<file path="src/hw/serial_comm_block_regs.vh">
// Purpose: Register map, field positions, reset values and timing counts of the serial channel.
// Assumes: 100 MHz system clock, 32-bit APB, word-aligned registers.
// Notes: Included by the channel module only.
`ifndef SERIAL_COMM_BLOCK_REGS_VH
`define SERIAL_COMM_BLOCK_REGS_VH

`define SCB_CLK_HZ          100000000
`define SCB_DEF_BAUD        115200
`define SCB_MIN_BAUD        300
`define SCB_MAX_BAUD        3000000
// Divisor is clock cycles per bit.
`define SCB_DEF_DIV         (`SCB_CLK_HZ / `SCB_DEF_BAUD)
`define SCB_DIV_MIN         (`SCB_CLK_HZ / `SCB_MAX_BAUD)
// The same two divisors at register width.
`define SCB_DEF_DIV_W       16'h0364
`define SCB_DIV_MIN_W       16'h0021

`define SCB_OFF_CFG         12'h000
`define SCB_OFF_DIV         12'h004
`define SCB_OFF_TXDATA      12'h008
`define SCB_OFF_RXDATA      12'h00C
`define SCB_OFF_STATUS      12'h010
`define SCB_OFF_IRQ_STAT    12'h014
`define SCB_OFF_IRQ_EN      12'h018
`define SCB_OFF_IRQ_CLR     12'h01C
`define SCB_OFF_CTRL        12'h020
`define SCB_OFF_ACTIVE      12'h024

// Configuration fields.
`define SCB_CFG_TYPE_LSB    0
`define SCB_CFG_WIDTH7      2
`define SCB_CFG_STOP2       3
`define SCB_CFG_PAR_LSB     4
`define SCB_CFG_DROP        7
`define SCB_CFG_SUSP_PU     8
`define SCB_CFG_RESET       9'h102

`define SCB_TYPE_2PIN       2'h0
`define SCB_TYPE_4PIN       2'h1
`define SCB_TYPE_6PIN       2'h2

`define SCB_PAR_NONE        3'h0
`define SCB_PAR_ODD         3'h1
`define SCB_PAR_EVEN        3'h2
`define SCB_PAR_MARK        3'h3
`define SCB_PAR_SPACE       3'h4

// Control fields.
`define SCB_CTRL_RTS        0
`define SCB_CTRL_DTR        1
`define SCB_CTRL_APPLY      2

// Status and interrupt fields.
`define SCB_ST_TX_BUSY      0
`define SCB_ST_RX_VALID     1
`define SCB_ST_CTS          2
`define SCB_ST_DSR          3
`define SCB_IRQ_RX_DONE     0
`define SCB_IRQ_TX_DONE     1
`define SCB_IRQ_RX_ERR      2
`define SCB_IRQ_OVERRUN     3

`endif

</file>
<file path="src/hw/serial_comm_block.v">
// Purpose: Asynchronous serial channel with APB registers, handshake lines and interrupt.
// Assumes: 100 MHz clk_sys, rst_n asynchronous active low, APB master on the same clock.
// Notes: Settings written to CFG and DIV are staged and applied only at reset or apply.
//
// Implementation choices: the placing of the registers and register access over APB.
`timescale 1ns/1ps
`default_nettype none
`include "serial_comm_block_regs.vh"

module serial_comm_block
(
	input  wire        clk_sys,
	input  wire        rst_n,
	input  wire        psel,
	input  wire        penable,
	input  wire        pwrite,
	input  wire [11:0] paddr,
	input  wire [31:0] pwdata,
	output wire        pready,
	output reg  [31:0] prdata,
	output wire        pslverr,
	input  wire        usb_suspend,
	input  wire        rxd,
	input  wire        cts_n,
	input  wire        dsr_n,
	output reg         txd,
	output reg         rts_n,
	output reg         dtr_n,
	output wire        cts_pullup_en,
	output wire        dsr_pullup_en,
	output wire        irq
);

	// ------------------------------------------------------------
	// Functions
	// ------------------------------------------------------------
	// Parity bit for the chosen mode over 7 or 8 data bits.
	function par_bit;
		input [7:0] d;
		input       w7;
		input [2:0] mode;
		reg         x;
		begin
			x = w7 ? ^d[6:0] : ^d;
			case (mode)
				`SCB_PAR_ODD:  par_bit = ~x;
				`SCB_PAR_EVEN: par_bit = x;
				`SCB_PAR_MARK: par_bit = 1'b1;
				default:       par_bit = 1'b0;
			endcase
		end
	endfunction

	// Bits in a frame after the start bit: data, parity, stops.
	function [3:0] frame_bits;
		input       w7;
		input [2:0] mode;
		input       s2;
		begin
			frame_bits = (w7 ? 4'd7 : 4'd8) + ((mode == `SCB_PAR_NONE) ? 4'd0 : 4'd1)
				+ (s2 ? 4'd2 : 4'd1);
		end
	endfunction

	// ------------------------------------------------------------
	// Input synchronisers
	// ------------------------------------------------------------
	reg [2:0] sync1_q;
	reg [2:0] sync2_q;

	always @(posedge clk_sys or negedge rst_n)
	begin
		if (!rst_n)
		begin
			sync1_q <= 3'h7;
			sync2_q <= 3'h7;
		end
		else
		begin
			sync1_q <= {dsr_n, cts_n, rxd};
			sync2_q <= sync1_q;
		end
	end

	wire rxd_s = sync2_q[0];
	wire cts_s = ~sync2_q[1];
	wire dsr_s = ~sync2_q[2];

	// ------------------------------------------------------------
	// Registers
	// ------------------------------------------------------------
	reg  [8:0]  cfg_stage_q;
	reg  [8:0]  cfg_q;
	reg  [15:0] div_stage_q;
	reg  [15:0] div_q;
	reg  [1:0]  ctrl_q;
	reg  [3:0]  irq_stat_q;
	reg  [3:0]  irq_en_q;
	reg  [7:0]  rx_data_q;
	reg         rx_valid_q;

	wire acc    = psel & penable;
	wire wr     = acc & pwrite;
	wire rd_acc = acc & ~pwrite;
	wire apply  = wr && paddr == `SCB_OFF_CTRL && pwdata[`SCB_CTRL_APPLY];

	assign pready  = 1'b1;
	assign pslverr = 1'b0;

	wire [1:0] if_type = cfg_q[`SCB_CFG_TYPE_LSB +: 2];
	wire       w7      = cfg_q[`SCB_CFG_WIDTH7];
	wire       stop2   = cfg_q[`SCB_CFG_STOP2];
	wire [2:0] pmode   = cfg_q[`SCB_CFG_PAR_LSB +: 3];
	wire       drop    = cfg_q[`SCB_CFG_DROP];
	wire       susp_pu = cfg_q[`SCB_CFG_SUSP_PU];
	wire [3:0] nbits   = frame_bits(w7, pmode, stop2);

	// Divisor writes below the 3 Mbps floor are clamped.
	wire [15:0] div_wr = (pwdata[15:0] < `SCB_DIV_MIN_W) ? `SCB_DIV_MIN_W : pwdata[15:0];

	wire tx_start;
	wire tx_done;
	wire rx_done;
	wire rx_err;
	wire rx_keep;

	always @(posedge clk_sys or negedge rst_n)
	begin
		if (!rst_n)
		begin
			cfg_stage_q <= `SCB_CFG_RESET;
			cfg_q       <= `SCB_CFG_RESET;
			div_stage_q <= `SCB_DEF_DIV_W;
			div_q       <= `SCB_DEF_DIV_W;
			ctrl_q      <= 2'h0;
			irq_en_q    <= 4'h0;
		end
		else
		begin
			if (wr && paddr == `SCB_OFF_CFG)
				cfg_stage_q <= pwdata[8:0];
			if (wr && paddr == `SCB_OFF_DIV)
				div_stage_q <= div_wr;
			if (wr && paddr == `SCB_OFF_CTRL)
				ctrl_q <= pwdata[1:0];
			if (wr && paddr == `SCB_OFF_IRQ_EN)
				irq_en_q <= pwdata[3:0];
			if (apply)
			begin
				cfg_q <= cfg_stage_q;
				div_q <= div_stage_q;
			end
		end
	end

	// Sticky events: a set in the same cycle as a clear wins.
	wire       rd_rx = rd_acc && paddr == `SCB_OFF_RXDATA;
	wire [3:0] ev = {rx_done & rx_valid_q & rx_keep & ~rd_rx, rx_err, tx_done, rx_done & rx_keep};
	wire [3:0] clr = (wr && paddr == `SCB_OFF_IRQ_CLR) ? pwdata[3:0] : 4'h0;

	always @(posedge clk_sys or negedge rst_n)
	begin
		if (!rst_n)
			irq_stat_q <= 4'h0;
		else
			irq_stat_q <= (irq_stat_q & ~clr) | ev;
	end

	assign irq = |(irq_stat_q & irq_en_q);

	wire tx_busy;

	always @*
	begin
		prdata = 32'h0;
		if (rd_acc)
		begin
			case (paddr)
				`SCB_OFF_CFG:      prdata = {23'h0, cfg_stage_q};
				`SCB_OFF_DIV:      prdata = {16'h0, div_stage_q};
				`SCB_OFF_RXDATA:   prdata = {24'h0, rx_data_q};
				`SCB_OFF_STATUS:   prdata = {28'h0, dsr_s, cts_s, rx_valid_q, tx_busy};
				`SCB_OFF_IRQ_STAT: prdata = {28'h0, irq_stat_q};
				`SCB_OFF_IRQ_EN:   prdata = {28'h0, irq_en_q};
				`SCB_OFF_CTRL:     prdata = {30'h0, ctrl_q};
				`SCB_OFF_ACTIVE:   prdata = {7'h0, cfg_q, div_q};
				default:           prdata = 32'h0;
			endcase
		end
	end

	// ------------------------------------------------------------
	// Handshake outputs and pull-ups
	// ------------------------------------------------------------
	always @(posedge clk_sys or negedge rst_n)
	begin
		if (!rst_n)
		begin
			rts_n <= 1'b1;
			dtr_n <= 1'b1;
		end
		else
		begin
			rts_n <= ~(ctrl_q[`SCB_CTRL_RTS] && if_type != `SCB_TYPE_2PIN);
			dtr_n <= ~(ctrl_q[`SCB_CTRL_DTR] && if_type == `SCB_TYPE_6PIN);
		end
	end

	assign cts_pullup_en = ~(susp_pu & usb_suspend);
	assign dsr_pullup_en = ~(susp_pu & usb_suspend);

	// ------------------------------------------------------------
	// Transmitter
	// ------------------------------------------------------------
	reg [15:0] tx_cnt_q;
	reg [3:0]  tx_bit_q;
	reg [10:0] tx_sh_q;
	reg        tx_act_q;

	// Outside 2-pin mode, flow control holds the start of a new character while CTS is off.
	wire cts_ok = (if_type == `SCB_TYPE_2PIN) | cts_s;
	assign tx_start = wr && paddr == `SCB_OFF_TXDATA && !tx_act_q;
	assign tx_busy  = tx_act_q;
	assign tx_done  = tx_act_q && tx_cnt_q == 16'h0 && tx_bit_q == nbits;

	reg [10:0] tx_frame;
	always @*
	begin
		tx_frame = 11'h7FF;
		if (w7)
			tx_frame[6:0] = pwdata[6:0];
		else
			tx_frame[7:0] = pwdata[7:0];
		if (pmode != `SCB_PAR_NONE)
			tx_frame[w7 ? 7 : 8] = par_bit(pwdata[7:0], w7, pmode);
	end

	reg tx_pend_q;
	always @(posedge clk_sys or negedge rst_n)
	begin
		if (!rst_n)
		begin
			tx_cnt_q  <= 16'h0;
			tx_bit_q  <= 4'h0;
			tx_sh_q   <= 11'h7FF;
			tx_act_q  <= 1'b0;
			tx_pend_q <= 1'b0;
			txd       <= 1'b1;
		end
		else if (tx_start)
		begin
			tx_sh_q   <= tx_frame;
			tx_act_q  <= 1'b1;
			tx_pend_q <= 1'b1;
			tx_bit_q  <= 4'h0;
			tx_cnt_q  <= 16'h0;
		end
		else if (tx_pend_q)
		begin
			if (cts_ok)
			begin
				tx_pend_q <= 1'b0;
				txd       <= 1'b0;
				tx_cnt_q  <= div_q - 16'h1;
			end
		end
		else if (tx_act_q)
		begin
			if (tx_cnt_q != 16'h0)
				tx_cnt_q <= tx_cnt_q - 16'h1;
			else if (tx_bit_q == nbits)
			begin
				tx_act_q <= 1'b0;
				txd      <= 1'b1;
			end
			else
			begin
				txd      <= tx_sh_q[0];
				tx_sh_q  <= {1'b1, tx_sh_q[10:1]};
				tx_bit_q <= tx_bit_q + 4'h1;
				tx_cnt_q <= div_q - 16'h1;
			end
		end
	end

	// ------------------------------------------------------------
	// Receiver
	// ------------------------------------------------------------
	reg [15:0] rx_cnt_q;
	reg [3:0]  rx_bit_q;
	reg [10:0] rx_sh_q;
	reg        rx_act_q;
	reg        rx_prev_q;
	reg        rx_done_q;

	// Frame as received, shifted down so bit 0 is the first data bit.
	wire [10:0] rx_fr   = rx_sh_q >> (4'd11 - nbits);
	wire [7:0]  rx_byte = w7 ? {1'b0, rx_fr[6:0]} : rx_fr[7:0];
	wire        rx_par  = w7 ? rx_fr[7] : rx_fr[8];
	wire [3:0]  stop_ix = (w7 ? 4'd7 : 4'd8) + ((pmode == `SCB_PAR_NONE) ? 4'd0 : 4'd1);
	wire        par_bad = (pmode != `SCB_PAR_NONE) && rx_par != par_bit(rx_byte, w7, pmode);
	wire        stop_bad = !rx_fr[stop_ix] || (stop2 && !rx_fr[stop_ix + 4'd1]);
	wire        rx_bad   = par_bad || stop_bad;

	assign rx_done = rx_done_q;
	assign rx_err  = rx_done_q && rx_bad;
	assign rx_keep = !(drop && rx_bad);

	always @(posedge clk_sys or negedge rst_n)
	begin
		if (!rst_n)
		begin
			rx_cnt_q  <= 16'h0;
			rx_bit_q  <= 4'h0;
			rx_sh_q   <= 11'h0;
			rx_act_q  <= 1'b0;
			rx_prev_q <= 1'b1;
			rx_done_q <= 1'b0;
		end
		else
		begin
			rx_prev_q <= rxd_s;
			rx_done_q <= 1'b0;
			if (!rx_act_q)
			begin
				if (rx_prev_q && !rxd_s)
				begin
					rx_act_q <= 1'b1;
					rx_bit_q <= 4'h0;
					rx_cnt_q <= div_q + {1'b0, div_q[15:1]} - 16'h1;
				end
			end
			else if (rx_cnt_q != 16'h0)
				rx_cnt_q <= rx_cnt_q - 16'h1;
			else
			begin
				rx_sh_q  <= {rxd_s, rx_sh_q[10:1]};
				rx_bit_q <= rx_bit_q + 4'h1;
				rx_cnt_q <= div_q - 16'h1;
				if (rx_bit_q == nbits - 4'h1)
				begin
					rx_act_q  <= 1'b0;
					rx_done_q <= 1'b1;
				end
			end
		end
	end

	always @(posedge clk_sys or negedge rst_n)
	begin
		if (!rst_n)
		begin
			rx_data_q  <= 8'h0;
			rx_valid_q <= 1'b0;
		end
		else
		begin
			if (rx_done_q && rx_keep)
			begin
				rx_data_q  <= rx_byte;
				rx_valid_q <= 1'b1;
			end
			else if (rd_rx)
				rx_valid_q <= 1'b0;
		end
	end

endmodule
`default_nettype wire

</file>
<file path="config.mk">
export PLATFORM = sky130hd
export DESIGN_NAME = serial_comm_block
export DESIGN_NICKNAME = d
export VERILOG_FILES = /design/src/hw/serial_comm_block.v
export VERILOG_INCLUDE_DIRS = /design/src /design/src/hw
export SDC_FILE = /design/constraint.sdc
export NUM_CORES = 1
export LEC_CHECK = 0
export ABC_AREA = 0
export BUFFER_PORTS_ARGS = -buffer_cell sky130_fd_sc_hd__buf_2
export CORE_MARGIN = 2
export CORE_UTILIZATION = 55
export CTS_BUF_LIST = sky130_fd_sc_hd__clkbuf_2 sky130_fd_sc_hd__clkbuf_4 sky130_fd_sc_hd__clkbuf_8
export CTS_CLUSTER_SIZE = 20
export DETAILED_ROUTE_END_ITERATION = 8
export MAX_ROUTING_LAYER = met4
export PLACE_DENSITY_LB_ADDON = 0.12
export SYNTH_ARGS = -nofsm -noshare
export SYNTH_HDL_FRONTEND = slang
export SYNTH_SLANG_ARGS = --single-unit
</file>
<file path="constraint.sdc">
create_clock -name clk_sys -period 10.4 [get_ports clk_sys]
set_input_delay 1.04 -clock clk_sys [delete_from_list [all_inputs] [get_ports clk_sys]]
set_output_delay 1.04 -clock clk_sys [all_outputs]
set_load 0.01 [all_outputs]
</file>
==> flow_metrics.env <==
export IMPL_status="finished, final reports clean"
export IMPL_async_flop_share_pct=100
export IMPL_ys_types=67
export IMPL_holdPathEnd="sync2_q[0]"
export IMPL_grt_max_degree=77
export IMPL_synthSimpleGateAreaFrac_pct=16.2
export IMPL_core_area_um2=16600
export IMPL_wirelength_mm=23.5
export IMPL_hold_buffers=0
export IMPL_nNetsFinal=1193
export IMPL_drt_initial_drc_count=549
export IMPL_hp_class="flop to flop"
export IMPL_synth_edff_count=0
export IMPL_worst_setup_path_start_kind="flop"
export IMPL_power_switching_mw=0.351
export IMPL_powerDensity_nw_per_um2=120
export IMPL_finalHoldViolCount=0
export IMPL_leakagePower_nw=4.70
export IMPL_drv_cap=0
export IMPL_rsz0062_at_grt="false"
export IMPL_critPathMaxFanout=14
export IMPL_min_from="sync1_q[0]"
export IMPL_r2r_start="cfg_q[6]"
export IMPL_cts_buffer_depth=2
export IMPL_cts_tree="built"
export IMPL_synth_area_um2=9360
export IMPL_synthXorXnorAreaFrac_pct=6.03
export IMPL_worstPathArrival_ns=5.89
export IMPL_place_congestion=0.888
export IMPL_max_freq_mhz=180
export IMPL_die_x_um=134
export IMPL_synthAdderAreaFrac_pct=7.14
export IMPL_cts_setup_buffers=0
export IMPL_r2r_slack_ns=4.85
export IMPL_die_h_um=134
export IMPL_syn_inst=1033
export IMPL_worst_r2r_path_depth=16
export IMPL_drive_gt1_share_pct=19.5
export IMPL_worst_setup_path_end_kind="flop"
export IMPL_fillCellCount=1458
export IMPL_num_vias=7759
export IMPL_p_int_mw=0.887
export IMPL_layout_cells_non_filler=1322
export IMPL_min_delay_path_depth=0
export IMPL_clkSlewWorstSetupHoldPaths_ns=0.09
export IMPL_slew_headroom_pct=35.5
export IMPL_post_route_util_pct=61.9
export IMPL_route_detailed_wl_per_inst_um=17.8
export IMPL_synth_seq_area_share_pct=38.7
export IMPL_finalCritPeriodShare_pct=53.4
export IMPL_syn_area_per_cell_um2=9.06
export IMPL_reg2reg_to="rx_data_q[7]"
export IMPL_grt_ovfl_total=0
export IMPL_post_place_cells=1290
export IMPL_worstSetupPathType="flop to flop"
export IMPL_io_buffer_count=67
export IMPL_cts_resized=0
export IMPL_final_cell_area_um2=10300
export IMPL_cts_made_buffers=17
export IMPL_dr_pass1_iters=5
export IMPL_numClockSinks=143
export IMPL_required_ns=10.73
export IMPL_yosysWarnings=0
export IMPL_drc=0
export IMPL_tightest_slew_ns=0.968
export IMPL_cts_root_buf="clkbuf_8"
export IMPL_placed_area_um2=9860
export IMPL_min_period_ns=5.55
export IMPL_setup_tns_final_ns=0
export IMPL_row_count=47
export IMPL_ys_ff_latch=143
export IMPL_synth_flop_cell="dfrtp_1"
export IMPL_dieArea_um2=18100
export IMPL_synth_compound_area_share_pct=15.9
export IMPL_via_per_inst=5.87
export IMPL_setup_viol=0
export IMPL_area_growth_pct=9.94
export IMPL_skew_ns=0.0182
export IMPL_grt_pass1_wl_mm=38.4
export IMPL_antenna_left=0
export IMPL_clkPwrFrac_pct=39.7
export IMPL_synth_top_family_by_area="simple AND/OR/NAND/NOR gates"
export IMPL_p_comb_share_pct=10.5
export IMPL_pwr_share_seq_pct=49.8
export IMPL_synthMuxAreaShare_pct=10.4
export IMPL_hpwl_mm=17.1
export IMPL_antenna_found_initial=0
export IMPL_io_pins=93
export IMPL_vdd_drop_max_uv=97.6
export IMPL_grt_pass1_vias=7277
export IMPL_slew_violations=0
export IMPL_swShare_pct=28.4
export IMPL_insertion_delay_ns=0.46
export IMPL_diodes=0
export IMPL_cts_max_level=4
export IMPL_grt_total_usage_pct=27.8
export IMPL_start_util_pct=56.3
==> how the worst max path moves through the flow <==
stage / startpoint / end / depth (start not counted)
detailed placement: cfg_q[6] / rx_data_q[7] / 16
CTS: cfg_q[6] / rx_data_q[7] / 16
finish: cfg_q[6] / rx_data_q[7] / 16
global placement: cfg_q[6] / rx_data_q[7] / 14
floorplan: cfg_q[6] / rx_data_q[0] / 18
global route: cfg_q[6] / rx_data_q[7] / 16
==> power groups by stage <==
stage / registers [mW] / clock network [mW] / logic (mW)
floorplan: 0.617 / 0 / 0.0934
global placement: 0.624 / 0 / 0.128
detailed placement: 0.625 / 0 / 0.130
CTS: 0.615 / 0.501 / 0.131
global route: 0.621 / 0.523 / 0.151
finish: 0.616 / 0.492 / 0.131
==> metal layers <==
layer  global-route usage [%]  routed length [µm]  vias to the layer above
met3                     4.28                1090                       48
met1                     38.1               10800                     3710
met5                        -                   0                        -
met4                     10.5                 698                        0
met2                     41.9               10900                      235
li1                         -                   -                     3766
==> cells in the mapped netlist, drive strengths merged, types with 33 or more instances <==
master,n,share of area (%)
dfstp,33,9.3
mux2,62,7.7
a21oi,55,3.0
nor3,37,2.1
o21ai,69,3.7
nand2,123,4.9
xnor2,47,4.5
a22oi,37,3.0
ha,47,6.3
nor2,85,3.4
inv,72,2.9
dfrtp,110,29
==> flip-flops by register name, indices dropped and copies added, names as in the netlist, 2 cells and up <==
register,count
rx_data_q,8
sync2_q,3
tx_bit_q,4
div_stage_q,16
div_q,16
cfg_stage_q,9
irq_stat_q,4
rx_cnt_q,16
rx_bit_q,4
tx_sh_q,9
ctrl_q,2
irq_en_q,4
cfg_q,9
tx_cnt_q,16
rx_sh_q,11
sync1_q,3
==> kinds of logic after synthesis <==
group | Yosys count
fa+ha+maj | 51
simple gates | 332
other cells | 2
mux | 87
flops | 143
xor+xnor | 62
buf+inv | 122
compound gates | 234
==> through the flow <==
stage	power [mW]	setup WS (ns)	hold WS (ns)
3_3_place_gp	0.752	4.96	0.346
5_1_grt	1.30	4.42	0.365
4_1_cts	1.25	4.88	0.362
6_report	1.24	4.85	0.359
2_1_floorplan	0.711	5.83	0.345
3_5_place_dp	0.755	4.92	0.349
==> cell usage in the layout, fill, tap and decap left out, drive strengths merged, types with 6 or more instances in the layout <==
cell type / instances
nand3: 20
mux2: 62
a21o: 6
and2: 8
inv: 81
mux2i: 25
buf: 80
conb: 9
a222oi: 8
or3: 9
a22oi: 37
nand4: 7
a211oi: 6
clkbuf: 17
xor2: 14
dfstp: 33
o211ai: 11
nor4: 11
nand2: 123
o21ai: 69
dfrtp: 110
nor2: 85
nor3: 37
nand2b: 11
ha: 47
a21oi: 55
xnor2: 47
==> critical path, cell delays in order (launching register included) <==
cell and delay [ns]:
dfrtp_1 0.44, nor3_1 0.53, inv_1 0.17, ha_1 0.43
inv_1 0.06, ha_1 0.21, inv_1 0.09, fa_1 0.52
nand2_1 0.21, o32ai_1 0.64, xnor2_1 0.21, xnor3_1 0.37
xnor2_2 0.23, mux2i_1 0.20, or3_1 0.13, a41o_1 0.60
mux2_1 0.38
==> cell type report <==
cell class	count	area (µm²)	area share, %
Multi-Input combinational cell	775	5260	51.1
Sequential cell	143	3620	35.2
Timing Repair Buffer	80	439	4.27
Tap cell	220	275	2.67
Inverter	72	270	2.63
Clock buffer	17	234	2.27
Clock inverter	15	198	1.92
No activity file was read; power rests on OpenSTA's default activity.
